--- src/shared/sbel_map.svh ---
// Register offsets, bit positions and reset values of the error logging block.
// Included by bare name; holds definitions only.
`ifndef SBEL_MAP_SVH
`define SBEL_MAP_SVH

`define SBEL_ADR_BER 8'h04
`define SBEL_ADR_FADR 8'h08
`define SBEL_ADR_REAR 8'h0c
`define SBEL_ADR_FAER 8'h2c

`define SBEL_B_ES 31
`define SBEL_B_CC 27
`define SBEL_B_TRIG 26
`define SBEL_B_IPE 24
`define SBEL_B_PE 23
`define SBEL_B_WSE 22
`define SBEL_B_READ_IDENT_DATA_UNACKED 21
`define SBEL_B_WRITE_DATA_UNACKED 20
`define SBEL_B_CRD 19
`define SBEL_B_NRR 18
`define SBEL_B_RSE 17
`define SBEL_B_RER 16
`define SBEL_B_COMMAND_UNACKED 15
`define SBEL_B_TTO 13
`define SBEL_B_NODE_SPECIFIC_SUMMARY 12
`define SBEL_B_STF 10
`define SBEL_B_FAILING_COMMANDER_ID_LSB 4
`define SBEL_B_TIMEOUT_DISABLE 2

`define SBEL_W1C_MASK 32'h0dff_a400
`define SBEL_BER_RESET 32'h0000_0400
`define SBEL_RESERVED_MASK 32'h3200_0800

`endif

--- src/shared/sbel_pkg.sv ---
// Types shared by the error logging block.
// Assumes one clock; all event fields are one-cycle pulses on that clock.
package sbel_pkg;

  // ****************
  // Bus events
  // ****************
  typedef struct packed {
    logic cc_fix;
    logic par_err;
    logic par_ack;
    logic wr_missing;
    logic rid_nak;
    logic wd_nak;
    logic crd_rx;
    logic nrr_exp;
    logic read_order_fault;
    logic read_fault_response;
    logic command_unacked_exp;
    logic grant_exp;
  } sbel_event_type;

  typedef struct packed {
    logic issue;
    logic [31:0] data;
    logic [31:0] ext;
    logic [5:0] id;
  } sbel_cmd_type;

  typedef struct packed {
    logic accept;
    logic [31:0] data;
    logic [5:0] id;
    logic [3:0] cmd;
  } sbel_rsp_type;

  // Levels from the node error summary logic
  typedef struct packed {
    logic node_specific_summary;
    logic internal_err;
    logic pmr_corr;
    logic pmr_uncorr;
    logic io_wr_fail;
    logic io_rd_pe;
  } sbel_node_type;

endpackage

--- src/verilog/sbel_sync.sv ---
// Two flip-flop synchroniser for a level arriving from a pin.
// Assumes the level is slow compared with the clock.
`timescale 1ns/10ps
`default_nettype none

module sbel_sync (
  input wire logic mclk,
  input wire logic rst,
  input wire logic d,
  output logic q
);

  logic meta_q;

  always_ff @(posedge mclk) begin
    if (rst) begin
      meta_q <= 1'b0;
      q <= 1'b0;
    end else begin
      meta_q <= d;
      q <= meta_q;
    end
  end

endmodule

`default_nettype wire

--- src/verilog/sbel_top.sv ---
// Error capture and logging for a system bus adapter node.
// Assumes events come from bus logic on mclk; trigger_pin is asynchronous.
// Function
// - Bus error bits 29, 28, 25 and 11 read as zero.
// - Bit 27 sets on corrected confirmation error; W1C; feeds summary bit.
// - Bit 26 sets while trigger line is high and holds; write one clears it.
// - Bit 24 sets on parity error while confirmation was ACK.
// - Bit 23 sets on any bus parity error; W1C.
// - Bit 22 sets when incoming write aborts for missing data cycles.
// - Bit 21 on read/ident data NO ACK; bit 20 on write data NO ACK.
// - Bit 19 sets on corrected read data response; W1C.
// - Bit 18 sets when read response times out.
// - Bit 17 on read sequence error; bit 16 on read error response.
// - Bit 15 sets after all command retries fail, together with bit 13.
// - Bit 13 sets on grant timeout, command NO ACK or no read data.
// - Read-only bit 12 mirrors node-specific error summary.
// - Bit 10 resets to one; software clears after self-test passes.
// - Bits 9:4 capture failing commander ID after all reattempts fail.
// - Bit 2 disables timeouts: no abort, no timeout flag.
// - Failing address and extension lock on listed commander errors.
// - Every issued command cycle loads length and address unless locked.
// - Responder address loads on each acknowledged command cycle.
// - Responder address, ID and command lock on listed responder errors.
// - Responder length and address freeze on failure, release when clear.
// - Bit 31 is the OR of all error flags except bit 26.
//
// Local design decision: the Wishbone register port.
`timescale 1ns/10ps
`default_nettype none
`include "sbel_map.svh"

module sbel_top (
  input wire logic mclk,
  input wire logic rst,
  input wire logic wb_cyc_i,
  input wire logic wb_stb_i,
  input wire logic wb_we_i,
  input wire logic [7:0] wb_adr_i,
  input wire logic [3:0] wb_sel_i,
  input wire logic [31:0] wb_dat_i,
  output logic [31:0] wb_dat_o,
  output logic wb_ack_o,
  input wire sbel_pkg::sbel_event_type ev,
  input wire sbel_pkg::sbel_cmd_type cmd,
  input wire sbel_pkg::sbel_rsp_type rsp,
  input wire sbel_pkg::sbel_node_type node,
  input wire logic trigger_pin,
  output logic timeout_disable,
  output logic [5:0] rsp_failing_id,
  output logic [3:0] rsp_failing_cmd
);

  // ****************
  // Helpers
  // ****************
  function automatic logic [31:0] lane_mask(input logic [3:0] sel);
    lane_mask = {{8{sel[3]}}, {8{sel[2]}}, {8{sel[1]}}, {8{sel[0]}}};
  endfunction

  function automatic logic hit(input logic [7:0] adr, input logic [7:0] ofs);
    hit = (adr == ofs);
  endfunction

  logic [31:0] flags_q;
  logic [31:0] set_v;
  logic [31:0] clr_v;
  logic [31:0] ber_rd;
  logic [5:0] failing_commander_id_q;
  logic [5:0] cur_id_q;
  logic timeout_disable_q;
  logic [31:0] fadr_q;
  logic [31:0] faer_q;
  logic [31:0] rear_q;
  logic [5:0] rfid_q;
  logic [3:0] rfcmd_q;
  logic ack_q;
  logic [31:0] rdat_q;
  logic trig_s;
  logic wr_ber;
  logic fadr_lock;
  logic rear_lock;
  logic cmd_fail;
  logic to_ok;

  // ****************
  // Trigger line
  // ****************
  sbel_sync u_trig_sync (
    .mclk(mclk),
    .rst(rst),
    .d(trigger_pin),
    .q(trig_s)
  );

  // ****************
  // Wishbone slave
  // ****************
  // One wait state: ack in the cycle after the request
  always_ff @(posedge mclk) begin
    if (rst) begin
      ack_q <= 1'b0;
    end else begin
      ack_q <= wb_cyc_i & wb_stb_i & ~ack_q;
    end
  end

  always_ff @(posedge mclk) begin
    if (rst) begin
      rdat_q <= 32'h0000_0000;
    end else if (wb_cyc_i && wb_stb_i && !ack_q) begin
      unique case (wb_adr_i)
        `SBEL_ADR_BER: rdat_q <= ber_rd;
        `SBEL_ADR_FADR: rdat_q <= fadr_q;
        `SBEL_ADR_REAR: rdat_q <= rear_q;
        `SBEL_ADR_FAER: rdat_q <= faer_q;
        default: rdat_q <= 32'h0000_0000;
      endcase
    end
  end

  assign wb_ack_o = ack_q;
  assign wb_dat_o = rdat_q;
  assign wr_ber = ack_q & wb_cyc_i & wb_stb_i & wb_we_i & hit(wb_adr_i, `SBEL_ADR_BER);

  // ****************
  // Flag setting
  // ****************
  // timeouts gated
  assign to_ok = ~timeout_disable_q;

  always_comb begin
    set_v = 32'h0000_0000;
    set_v[`SBEL_B_CC] = ev.cc_fix;
    set_v[`SBEL_B_TRIG] = trig_s;
    set_v[`SBEL_B_IPE] = ev.par_err & ev.par_ack;
    set_v[`SBEL_B_PE] = ev.par_err;
    set_v[`SBEL_B_WSE] = ev.wr_missing;
    set_v[`SBEL_B_READ_IDENT_DATA_UNACKED] = ev.rid_nak;
    set_v[`SBEL_B_WRITE_DATA_UNACKED] = ev.wd_nak;
    set_v[`SBEL_B_CRD] = ev.crd_rx;
    set_v[`SBEL_B_NRR] = ev.nrr_exp & to_ok;
    set_v[`SBEL_B_RSE] = ev.read_order_fault;
    set_v[`SBEL_B_RER] = ev.read_fault_response;
    set_v[`SBEL_B_COMMAND_UNACKED] = ev.command_unacked_exp & to_ok;
    set_v[`SBEL_B_TTO] = (ev.grant_exp | ev.command_unacked_exp | ev.nrr_exp) & to_ok;
  end

  assign clr_v = wr_ber ? (wb_dat_i & lane_mask(wb_sel_i) & `SBEL_W1C_MASK) : 32'h0000_0000;

  always_ff @(posedge mclk) begin
    if (rst) begin
      flags_q <= `SBEL_BER_RESET;
    end else begin
      flags_q <= ((flags_q & ~clr_v) | set_v) & `SBEL_W1C_MASK;
    end
  end

  // ****************
  // Timeout disable
  // ****************
  always_ff @(posedge mclk) begin
    if (rst) begin
      timeout_disable_q <= 1'b0;
    end else if (wr_ber && wb_sel_i[0]) begin
      timeout_disable_q <= wb_dat_i[`SBEL_B_TIMEOUT_DISABLE];
    end
  end

  assign timeout_disable = timeout_disable_q;

  // ****************
  // Read view of flags
  // ****************
  // reserved bits stay zero; summary mirror; OR of flags
  always_comb begin
    ber_rd = flags_q;
    ber_rd[`SBEL_B_NODE_SPECIFIC_SUMMARY] = node.node_specific_summary;
    ber_rd[`SBEL_B_FAILING_COMMANDER_ID_LSB +: 6] = failing_commander_id_q;
    ber_rd[`SBEL_B_TIMEOUT_DISABLE] = timeout_disable_q;
    ber_rd[`SBEL_B_ES] = |(flags_q & ~(32'h1 << `SBEL_B_TRIG)) | node.node_specific_summary;
  end

  // ****************
  // Commander logging
  // ****************
  // lock sources
  assign fadr_lock = flags_q[`SBEL_B_WRITE_DATA_UNACKED] | flags_q[`SBEL_B_NRR] | flags_q[`SBEL_B_RSE]
    | flags_q[`SBEL_B_RER] | flags_q[`SBEL_B_COMMAND_UNACKED] | flags_q[`SBEL_B_TTO] | node.internal_err;

  assign cmd_fail = set_v[`SBEL_B_WRITE_DATA_UNACKED] | set_v[`SBEL_B_NRR] | set_v[`SBEL_B_RSE]
    | set_v[`SBEL_B_RER] | set_v[`SBEL_B_COMMAND_UNACKED] | set_v[`SBEL_B_TTO];

  always_ff @(posedge mclk) begin
    if (rst) begin
      fadr_q <= 32'h0000_0000;
      faer_q <= 32'h0000_0000;
      cur_id_q <= 6'h00;
    end else if (cmd.issue && !fadr_lock) begin
      fadr_q <= cmd.data;
      faer_q <= cmd.ext;
      cur_id_q <= cmd.id;
    end
  end

  always_ff @(posedge mclk) begin
    if (rst) begin
      failing_commander_id_q <= 6'h00;
    end else if (cmd_fail && !fadr_lock) begin
      failing_commander_id_q <= cur_id_q;
    end
  end

  // ****************
  // Responder logging
  // ****************
  // lock sources
  assign rear_lock = flags_q[`SBEL_B_WSE] | flags_q[`SBEL_B_READ_IDENT_DATA_UNACKED] | node.pmr_corr
    | node.pmr_uncorr | node.internal_err | node.io_wr_fail | node.io_rd_pe;

  always_ff @(posedge mclk) begin
    if (rst) begin
      rear_q <= 32'h0000_0000;
      rfid_q <= 6'h00;
      rfcmd_q <= 4'h0;
    end else if (rsp.accept && !rear_lock) begin
      rear_q <= rsp.data;
      rfid_q <= rsp.id;
      rfcmd_q <= rsp.cmd;
    end
  end

  assign rsp_failing_id = rfid_q;
  assign rsp_failing_cmd = rfcmd_q;
endmodule

`default_nettype wire

--- config.mk ---
export PLATFORM = sky130hd
export DESIGN_NAME = sbel_top
export DESIGN_NICKNAME = d
export VERILOG_FILES = /design/src/shared/sbel_pkg.sv /design/src/verilog/sbel_sync.sv /design/src/verilog/sbel_top.sv
export VERILOG_INCLUDE_DIRS = /design/src /design/src/shared
export SDC_FILE = /design/constraint.sdc
export NUM_CORES = 1
export LEC_CHECK = 0
export BUFFER_PORTS_ARGS = -buffer_cell sky130_fd_sc_hd__buf_2
export CAP_MARGIN = 20
export CORE_ASPECT_RATIO = 0.75
export CORE_UTILIZATION = 54
export CTS_CLUSTER_SIZE = 8
export DETAILED_ROUTE_END_ITERATION = 10
export GPL_TIMING_DRIVEN = 1
export HOLD_SLACK_MARGIN = 0.05
export PLACE_DENSITY = 0.85
export SLEW_MARGIN = 10
export SYNTH_ARGS = -nofsm -noshare
export SYNTH_HDL_FRONTEND = slang
export SYNTH_SLANG_ARGS = --single-unit
--- constraint.sdc ---
create_clock -name mclk -period 2.74 [get_ports mclk]
set_clock_uncertainty 0.2 [all_clocks]
set_input_delay 0.137 -clock mclk [delete_from_list [all_inputs] [get_ports mclk]]
set_output_delay 0.137 -clock mclk [all_outputs]
set_load 0.02 [all_outputs]
* After elaboration in Yosys (flattened, before gate mapping)
Cells that the tools add are included.
Cells by class: reductions and logical operators 10, equal/unequal tests 4, bitwise logic cells 36, muxes and demuxes 2
Operators by type and width (number):
- 32-bit one-hot mux with 4 select lines | 1
- 28-bit AND | 2
- 31-bit OR reduction | 1
- 28-bit two-way mux | 1
- 28-bit NOT | 1
- 28-bit bitwise OR | 1
- 1-bit bitwise OR | 20
- 8-bit by 4-bit equality test with 1-bit output, second input constant | 2
- 1-bit AND | 10
- 8-bit by 3-bit equality test with 1-bit output, second input constant | 1
- 8-bit by 6-bit equality test with 1-bit output, second input constant | 1
- 1-bit logical AND | 6
- 1-bit logical NOT | 3
- 1-bit NOT | 2
Word-level totals: input bits 182, output and inout bits 44, bits in registers 168

* Depth between registers and ports, before layout
Gate-level depths: netlist of run 1.
depth after elaboration 8, depth in mapped cells 7, depth with buffers taken out 4

* By module
From an unflattened synthesis of run 1, not the netlist that was laid out.
Unflattened totals: cells, all modules 803, area total of the unflattened synthesis 6755.2 µm²
By module, submodules not included:
- sbel_top | times used 1, cells each 799, area each 6702.7 µm²
- sbel_sync | times used 1, cells each 4, area each 52.6 µm²

* Least setup slack after synthesis of run 1
Ideal clock, no wire load.
path kind input to register, start point in wb_adr_i[7], end point reg rdat_q[31], in the netlist wb_dat_o[31], stages on the path 5, data arrival time 1.606 ns, library setup time 0.075 ns, path buffers 1, setup slack 0.859 ns, cells stage by stage or4_4 > buf_6 > or3_1 > o41a_1 > o22ai_1
Between the ends: longest elaborated chain between the ends 2
RTL lines:
- from (decl) | RTL line sbel_top.sv:38 | input wire logic [7:0] wb_adr_i,
- 8-bit by 6-bit equality test with 1-bit output (tied with other cells) | RTL line sbel_top.sv:111 | unique case (wb_adr_i)
- 32-bit one-hot mux with 4 select lines * | RTL line sbel_top.sv:111
- to (signal assigned) | RTL line sbel_top.sv:112 | `SBEL_ADR_BER: rdat_q <= ber_rd;
- to (signal assigned) | RTL line sbel_top.sv:113 | `SBEL_ADR_FADR: rdat_q <= fadr_q;
- to (signal assigned) | RTL line sbel_top.sv:114 | `SBEL_ADR_REAR: rdat_q <= rear_q;
- to (decl) | RTL line sbel_top.sv:77 | logic [31:0] rdat_q;
Every way passes the cells marked *; elsewhere a longest branch is shown, timed or not. A chain may end at the register's enable or synchronous reset.

* Final worst setup path of run 1
start point in wb_adr_i[3], end point reg flags_q[19]
Between the ends: longest elaborated chain between the ends 6
RTL lines:
- 8-bit by 3-bit equality test with 1-bit output | RTL line sbel_top.sv:61 | hit = (adr == ofs);
- 1-bit AND | RTL line sbel_top.sv:123 | assign wr_ber = ack_q & wb_cyc_i & wb_stb_i & wb_we_i & hit(wb_adr_i, `SBEL_ADR_BER);
- 28-bit two-way mux | RTL line sbel_top.sv:148 | assign clr_v = wr_ber ? (wb_dat_i & lane_mask(wb_sel_i) & `SBEL_W1C_MASK) : 32'h0000_0000;
- 28-bit NOT | RTL line sbel_top.sv:154 | flags_q <= ((flags_q & ~clr_v) | set_v) & `SBEL_W1C_MASK;
- 28-bit AND | RTL line sbel_top.sv:154
- 28-bit bitwise OR | RTL line sbel_top.sv:154
- to (signal assigned) | RTL line sbel_top.sv:152 | flags_q <= `SBEL_BER_RESET;
- to (signal assigned) | RTL line sbel_top.sv:154
- to (decl) | RTL line sbel_top.sv:64 | logic [31:0] flags_q;
Every way passes these cells.

==> reports/metrics.cfg, run 1 <==
[outcome]
status = complete, no violations

[floorplanning]
die_h_um = 99.1
coreArea_mm2 = 0.0123
start_util = 0.553
placementRows = 35
dieWidth_um = 131
io_pins = 226
dieArea_mm2 = 0.0130

[run]
maxCapViolations = 0

[synthesis]
synth_area_leaders = dfxtp_1 (50%), nand2_1 (15%), a21oi_1 (9.1%)
ys.flop_type = dfxtp_1
synth-edff-count = 0
synth.top_cell.area_share = 0.496
synth_warnings = 0
async_flop_share = 0
yosysUniqueCellTypes = 41
avgSynthCellArea_um2 = 8.11
ys_ff_latch = 168
synthCells = 837
yosysSeqAreaShare = 0.496
synth_top_cell_by_area = dfxtp_1
synth_area_mm2 = 0.00679
syn_nets = 1019

[final_layout]
nFillCells = 694
fin_cells = 1377
multi_input_area_mm2 = 0.00314
synthToLayoutAreaGrowth_pct = 52.1
drive_gt1_frac = 0.237
seq_area_mm2 = 0.00336
nets = 1378

[critical_path]
worstSetupEndpointType = flip-flop
cp-startpoint = wb_adr_i[3]
r2r_start = flags_q[16]
rr_worst_depth = 6
path_cells = buf_2 > nor4b_1 > and2_1 > and3_1 > a311oi_1 > dlygate4sd3_1
cpPeakStageDelay_ps = 650
r2r_end = fadr_q[22]
worstSetupPathType = in -> reg
cp_max_fo = 28
cp-endpoint = flags_q[19]
arrival_ps = 2690
startpoint_type = input pin
slowest_stage = nor4b_1
r2r_setup_slack_ps = 210
cp.required_ps = 2840

[drt]
dr_total_vias = 8071
wirelength_um = 27600
drt_iter0_markers = 779
wl_per_cell_um = 20.0
viasPerCell = 5.86
route.detailed.drc = 0
ant_nets = 0
drt-pass1-iter-count = 6

[placed_design]
post-place-cells = 1166
post-place-ws_ps = 560
dp_hpwl_um = 14000
gp_congestion = 0.862
numPortBuffers = 208

[clocking]
cts_tree = done
cts_root_buf = clkbuf_16
cts_max_level = 4
cts.clk_slew.worst_paths_ps = 60
clk_path_buf_depth = 2
clk_latency_ps = 420
cts.sinks = 168
cts_post_setup_buffers_inserted = 0
numCtsBuffers = 17

[sta]
setup_ws_ps = 149
hold_violations = 0
maxSlewViolCount = 0
max_freq_mhz = 386
setup_viol = 0
period_share = 0.946
rsz0062_at_grt = false
worstMarginPinSlew_ps = 729
slew_headroom = 0.514
period_needed_ps = 2590
fin_setup_tns_ps = 0

[global_routing]
antenna_found_initial = 3
grt_pass1_wl_um = 43000
track_usage = 0.431
grt-ovfl-total = 0
grt_max_degree = 63
grt_pass1_vias = 8418

[pwr]
p_leak_uw = 0.00421
power.density_mw_per_mm2 = 517
max-vdd-ir-drop_v = 0.000497

[worst_hold_path]
hold_path.class = in -> reg

## what timing repair did
action / 4_1_cts / 5_1_grt
endpoints found under the hold margin: 131 / 0
endpoints found under the setup margin: 0 / 11
resized for setup: 0 / 1
hold buffers: 177 / 0
## worst min-delay path by stage
| stage | end | startpoint | depth (start not counted) |
|---|---|---|---|
| after floorplan | flags_q[26] | wb_dat_i[26] | 1 |
| after global placement | flags_q[26] | wb_dat_i[26] | 2 |
| after detailed placement | flags_q[27] | wb_dat_i[27] | 2 |
| after CTS | rear_q[17] | rsp[42] | 5 |
| after global routing | wb_dat_o[31] | wb_cyc_i | 4 |
| final | wb_dat_o[31] | wb_cyc_i | 4 |
## registers in the layout (all words and copies together) (netlist names)
| name | flops |
|---|---|
| faer_q | 32 |
| timeout_disable | 1 |
| cur_id_q | 6 |
| flags_q | 14 |
| u_trig_sync.meta_q | 1 |
| u_trig_sync.q | 1 |
| wb_ack_o | 1 |
| rsp_failing_id | 6 |
| wb_dat_o | 32 |
| failing_commander_id_q | 6 |
| rear_q | 32 |
| fadr_q | 32 |
| rsp_failing_cmd | 4 |
## kinds of logic after synthesis
group,after synthesis,synth area share
buf+inv,78,0.0448
flops,168,0.496
compound gates,221,0.193
simple gates,331,0.205
mux,39,0.0616
## placed cells by master, fill, tap and decap left out, types with 2 or more instances in the layout
master,n
buf_12,2
a311oi_1,10
buf_4,19
nor4_1,11
nor2b_1,2
nand2_1,274
clkinv_2,3
a31oi_1,2
o21ai_1,3
clkbuf_8,2
and2_1,2
nand3_1,3
a22o_1,22
o21ai_0,29
inv_1,13
dfxtp_1,168
nor2_1,18
clkinv_4,2
mux2_2,22
nand4b_1,2
clkbuf_1,3
a21oi_1,124
and3_1,2
o31ai_1,2
buf_2,207
a22oi_1,23
mux2i_1,17
clkinvlp_4,2
diode_2,2
inv_6,2
and4b_2,2
nand4_1,3
dlygate4sd3_1,177
clkbuf_16,17
## per-stage QoR
| step | power, uW | hold WS, ps | util | cell area, um^2 |
|---|---|---|---|---|
| 6_report | 5340 | 111 | 0.842 | 10300 |
| 5_1_grt | 5470 | 121 | 0.841 | 10300 |
| 4_1_cts | 5270 | 84.6 | 0.841 | 10300 |
| 3_5_place_dp | 2870 | 134 | 0.651 | 7980 |
| 3_3_place_gp | 2870 | 130 | 0.651 | 7980 |
| 2_1_floorplan | 2690 | 45.7 | - | 6790 |
## routing by layer
metal / track usage / share of wire / vias to the layer above
met1: 0.467 / 0.36 / 3707
met2: 0.740 / 0.48 / 587
li1: - / - / 3578
met5: 0 / 0.00040 / -
met3: 0.135 / 0.10 / 197
met4: 0.269 / 0.061 / 2
## synth_stat cells (all sizes together) (2+ instances only)
master  count
a31oi       2
o21ai      32
and4b       3
mux2i      17
nand4       3
nor4       13
clkbuf     57
nand4b      2
nand2     274
nor2b       3
and3        2
a22o       22
a21oi     124
and2        2
nor2       18
buf         8
a22oi      23
a311oi     10
dfxtp     168
mux2       22
nor3        2
inv        13
nand3       3
nor4b       2
o31ai       2
## critical path, delay by kind of cell
| family | cells | cell delay [ps] |
|---|---|---|
| and+or+nand+nor | 3 | 1430 |
| buffers and inverters | 2 | 950 |
| AOI/OAI and AO/OA | 1 | 160 |
## layout make-up
type	instances	share of cell area
flip-flops and latches	168	0.326
multi-input cells	591	0.305
repair buffers	405	0.290
clock buffers	22	0.0450
well taps	166	0.0201
clock inverters	10	0.00922
inverters	13	0.00473
diodes	2	0.000485
## power by group
part / total, uW / internal (uW) / switching (uW) / leakage [uW]
Combinational: 540 / 290 / 250 / 0.00258
Sequential: 2500 / 2470 / 26.0 / 0.00136
Clock: 2300 / 1300 / 996 / 0.000271
Power figures use the tool's default switching activity.
==> inputs of run 2 (changes only) <==
--- a/config.mk
+++ b/config.mk
@@ -15,6 +15,8 @@
 export GPL_TIMING_DRIVEN = 1
 export HOLD_SLACK_MARGIN = 0.05
 export PLACE_DENSITY = 0.85
+export RECOVER_POWER = 50
+export SETUP_SLACK_MARGIN = 0.5
 export SLEW_MARGIN = 10
 export SYNTH_ARGS = -nofsm -noshare
 export SYNTH_HDL_FRONTEND = slang
==> reports/metrics.cfg, run 2 (synthesized netlist as in run 1, its figures left out) <==
[floorplanning]
die_h_um = 99.1
placementRows = 35
dieArea_mm2 = 0.0130
dieWidth_um = 131
coreArea_mm2 = 0.0123
start_util = 0.553
io_pins = 226

[sta]
period_share = 0.777
setup_viol = 0
period_needed_ps = 2130
hold_violations = 0
fin_setup_tns_ps = 0
max_freq_mhz = 470
worstMarginPinSlew_ps = 724
maxSlewViolCount = 0
slew_headroom = 0.517
rsz0062_at_grt = false

[global_routing]
track_usage = 0.400
grt_pass1_vias = 7891
grt-ovfl-total = 0
antenna_found_initial = 1
grt_max_degree = 63
grt_pass1_wl_um = 40300

[drt]
wl_per_cell_um = 19.1
route.detailed.drc = 0
drt_iter0_markers = 714
ant_nets = 0
wirelength_um = 25800
drt-pass1-iter-count = 5
dr_total_vias = 7800
viasPerCell = 5.78

[pwr]
power.density_mw_per_mm2 = 531
p_leak_uw = 0.00383
max-vdd-ir-drop_v = 0.000489

[clocking]
numCtsBuffers = 17
cts_post_setup_buffers_inserted = 0
cts_tree = done
cts.sinks = 168
clk_path_buf_depth = 2
cts_max_level = 4
clk_latency_ps = 420
cts.clk_slew.worst_paths_ps = 70
cts_root_buf = clkbuf_16

[final_layout]
synthToLayoutAreaGrowth_pct = 47.3
final_common_cell = nand2_1
final_cell_mix = nand2_1 (274), dfxtp_1 (168), buf_2 (163)
nets = 1351
fin_area_mm2 = 0.0100
drive_gt1_frac = 0.205

[critical_path]
cp-startpoint = wb_stb_i
cp_max_fo = 6
worstSetupEndpointType = flip-flop
cpPeakStageDelay_ps = 620
slowest_stage = dlygate4sd3_1
startpoint_type = input pin
worstSetupPathType = in -> reg
cp.required_ps = 2890
path_cells = dlygate4sd3_1 > clkbuf_1 > and4_1 > and3_1 > a311oi_1 > dlygate4sd3_1
crit_path_frequent_cell = dlygate4sd3_1
r2r_start = flags_q[16]
arrival_ps = 2280

[outcome]
status = complete, no violations

[placed_design]
dp_hpwl_um = 14000
numPortBuffers = 208
placed_area_mm2 = 0.00798
gp_congestion = 0.862

[worst_hold_path]
hp-start = wb_adr_i[7]
hold_path.class = in -> reg

[run]
maxCapViolations = 0

## run 2: cell types whose count changed in the layout (fill, tap and decap cells not counted)
cell	previous run	this run
and4b_2	2	1
dlygate4sd3_1	177	150
and2_1	2	1
clkbuf_1	3	48
buf_2	207	163
buf_6	0	1
diode_2	2	1
nor4b_2	0	1
buf_4	19	17
and2_0	0	1
nor4b_1	1	0
and4b_1	1	2
## run 2: path summary, 6_finish.rpt
check        cells after the start           end  slack [ps]
max                              6   flags_q[24]         610
max reg2reg                      5    fadr_q[20]         630
min                              5   flags_q[13]          50
min reg2reg                      2  wb_dat_o[25]         250
## run 2: stage by stage
step	utilization	cells	hold WS, ps	setup WS [ps]	power, uW
global placement	0.651	1166	130	685	2870
detailed placement	0.651	1166	134	560	2870
global route	0.815	1348	52.7	515	5450
CTS	0.819	1348	54.9	556	5270
finish	0.815	1349	53.1	611	5310
floorplan	-	837	45.7	859	2690
## run 2: what timing repair did
action                     in CTS  in global routing
hold endpoints to repair      131                  0
hold buffers                  150                  0
resized for setup               0                  3
setup endpoints to repair       0                  2
## run 2: area by class of cell
cell class                 instances  area [um^2]
antenna                            1         2.50
multi-input combinational        591         3150
fill                             762         2270
sequential                       168         3360
inverter                          13         48.8
tap                              166          208
clock inverter                    10         95.1
timing repair buffer             378         2670
clock buffer                      22          464
## run 2: per-layer routing
metal / GRT usage / part of all wire / vias to the layer above
li1: - / - / 3529
met1: 0.456 / 0.37 / 3629
met2: 0.686 / 0.48 / 527
met3: 0.106 / 0.10 / 113
met4: 0.223 / 0.046 / 2
met5: 0 / 0.00050 / -
## run 2: worst max-delay path: cells and delay by family
family                 cells  cell delay (ps)
AOI/OAI and AO/OA          1              330
buffers and inverters      3             1260
and+or+nand+nor            2              540
## run 2: power by group
| group | leakage [uW] | internal, uW | switching [uW] |
|---|---|---|---|
| registers | 0.00136 | 2470 | 22.8 |
| clock network | 0.000271 | 1300 | 984 |
| logic | 0.00220 | 283 | 243 |
| total | 0.00383 | 4060 | 1250 |
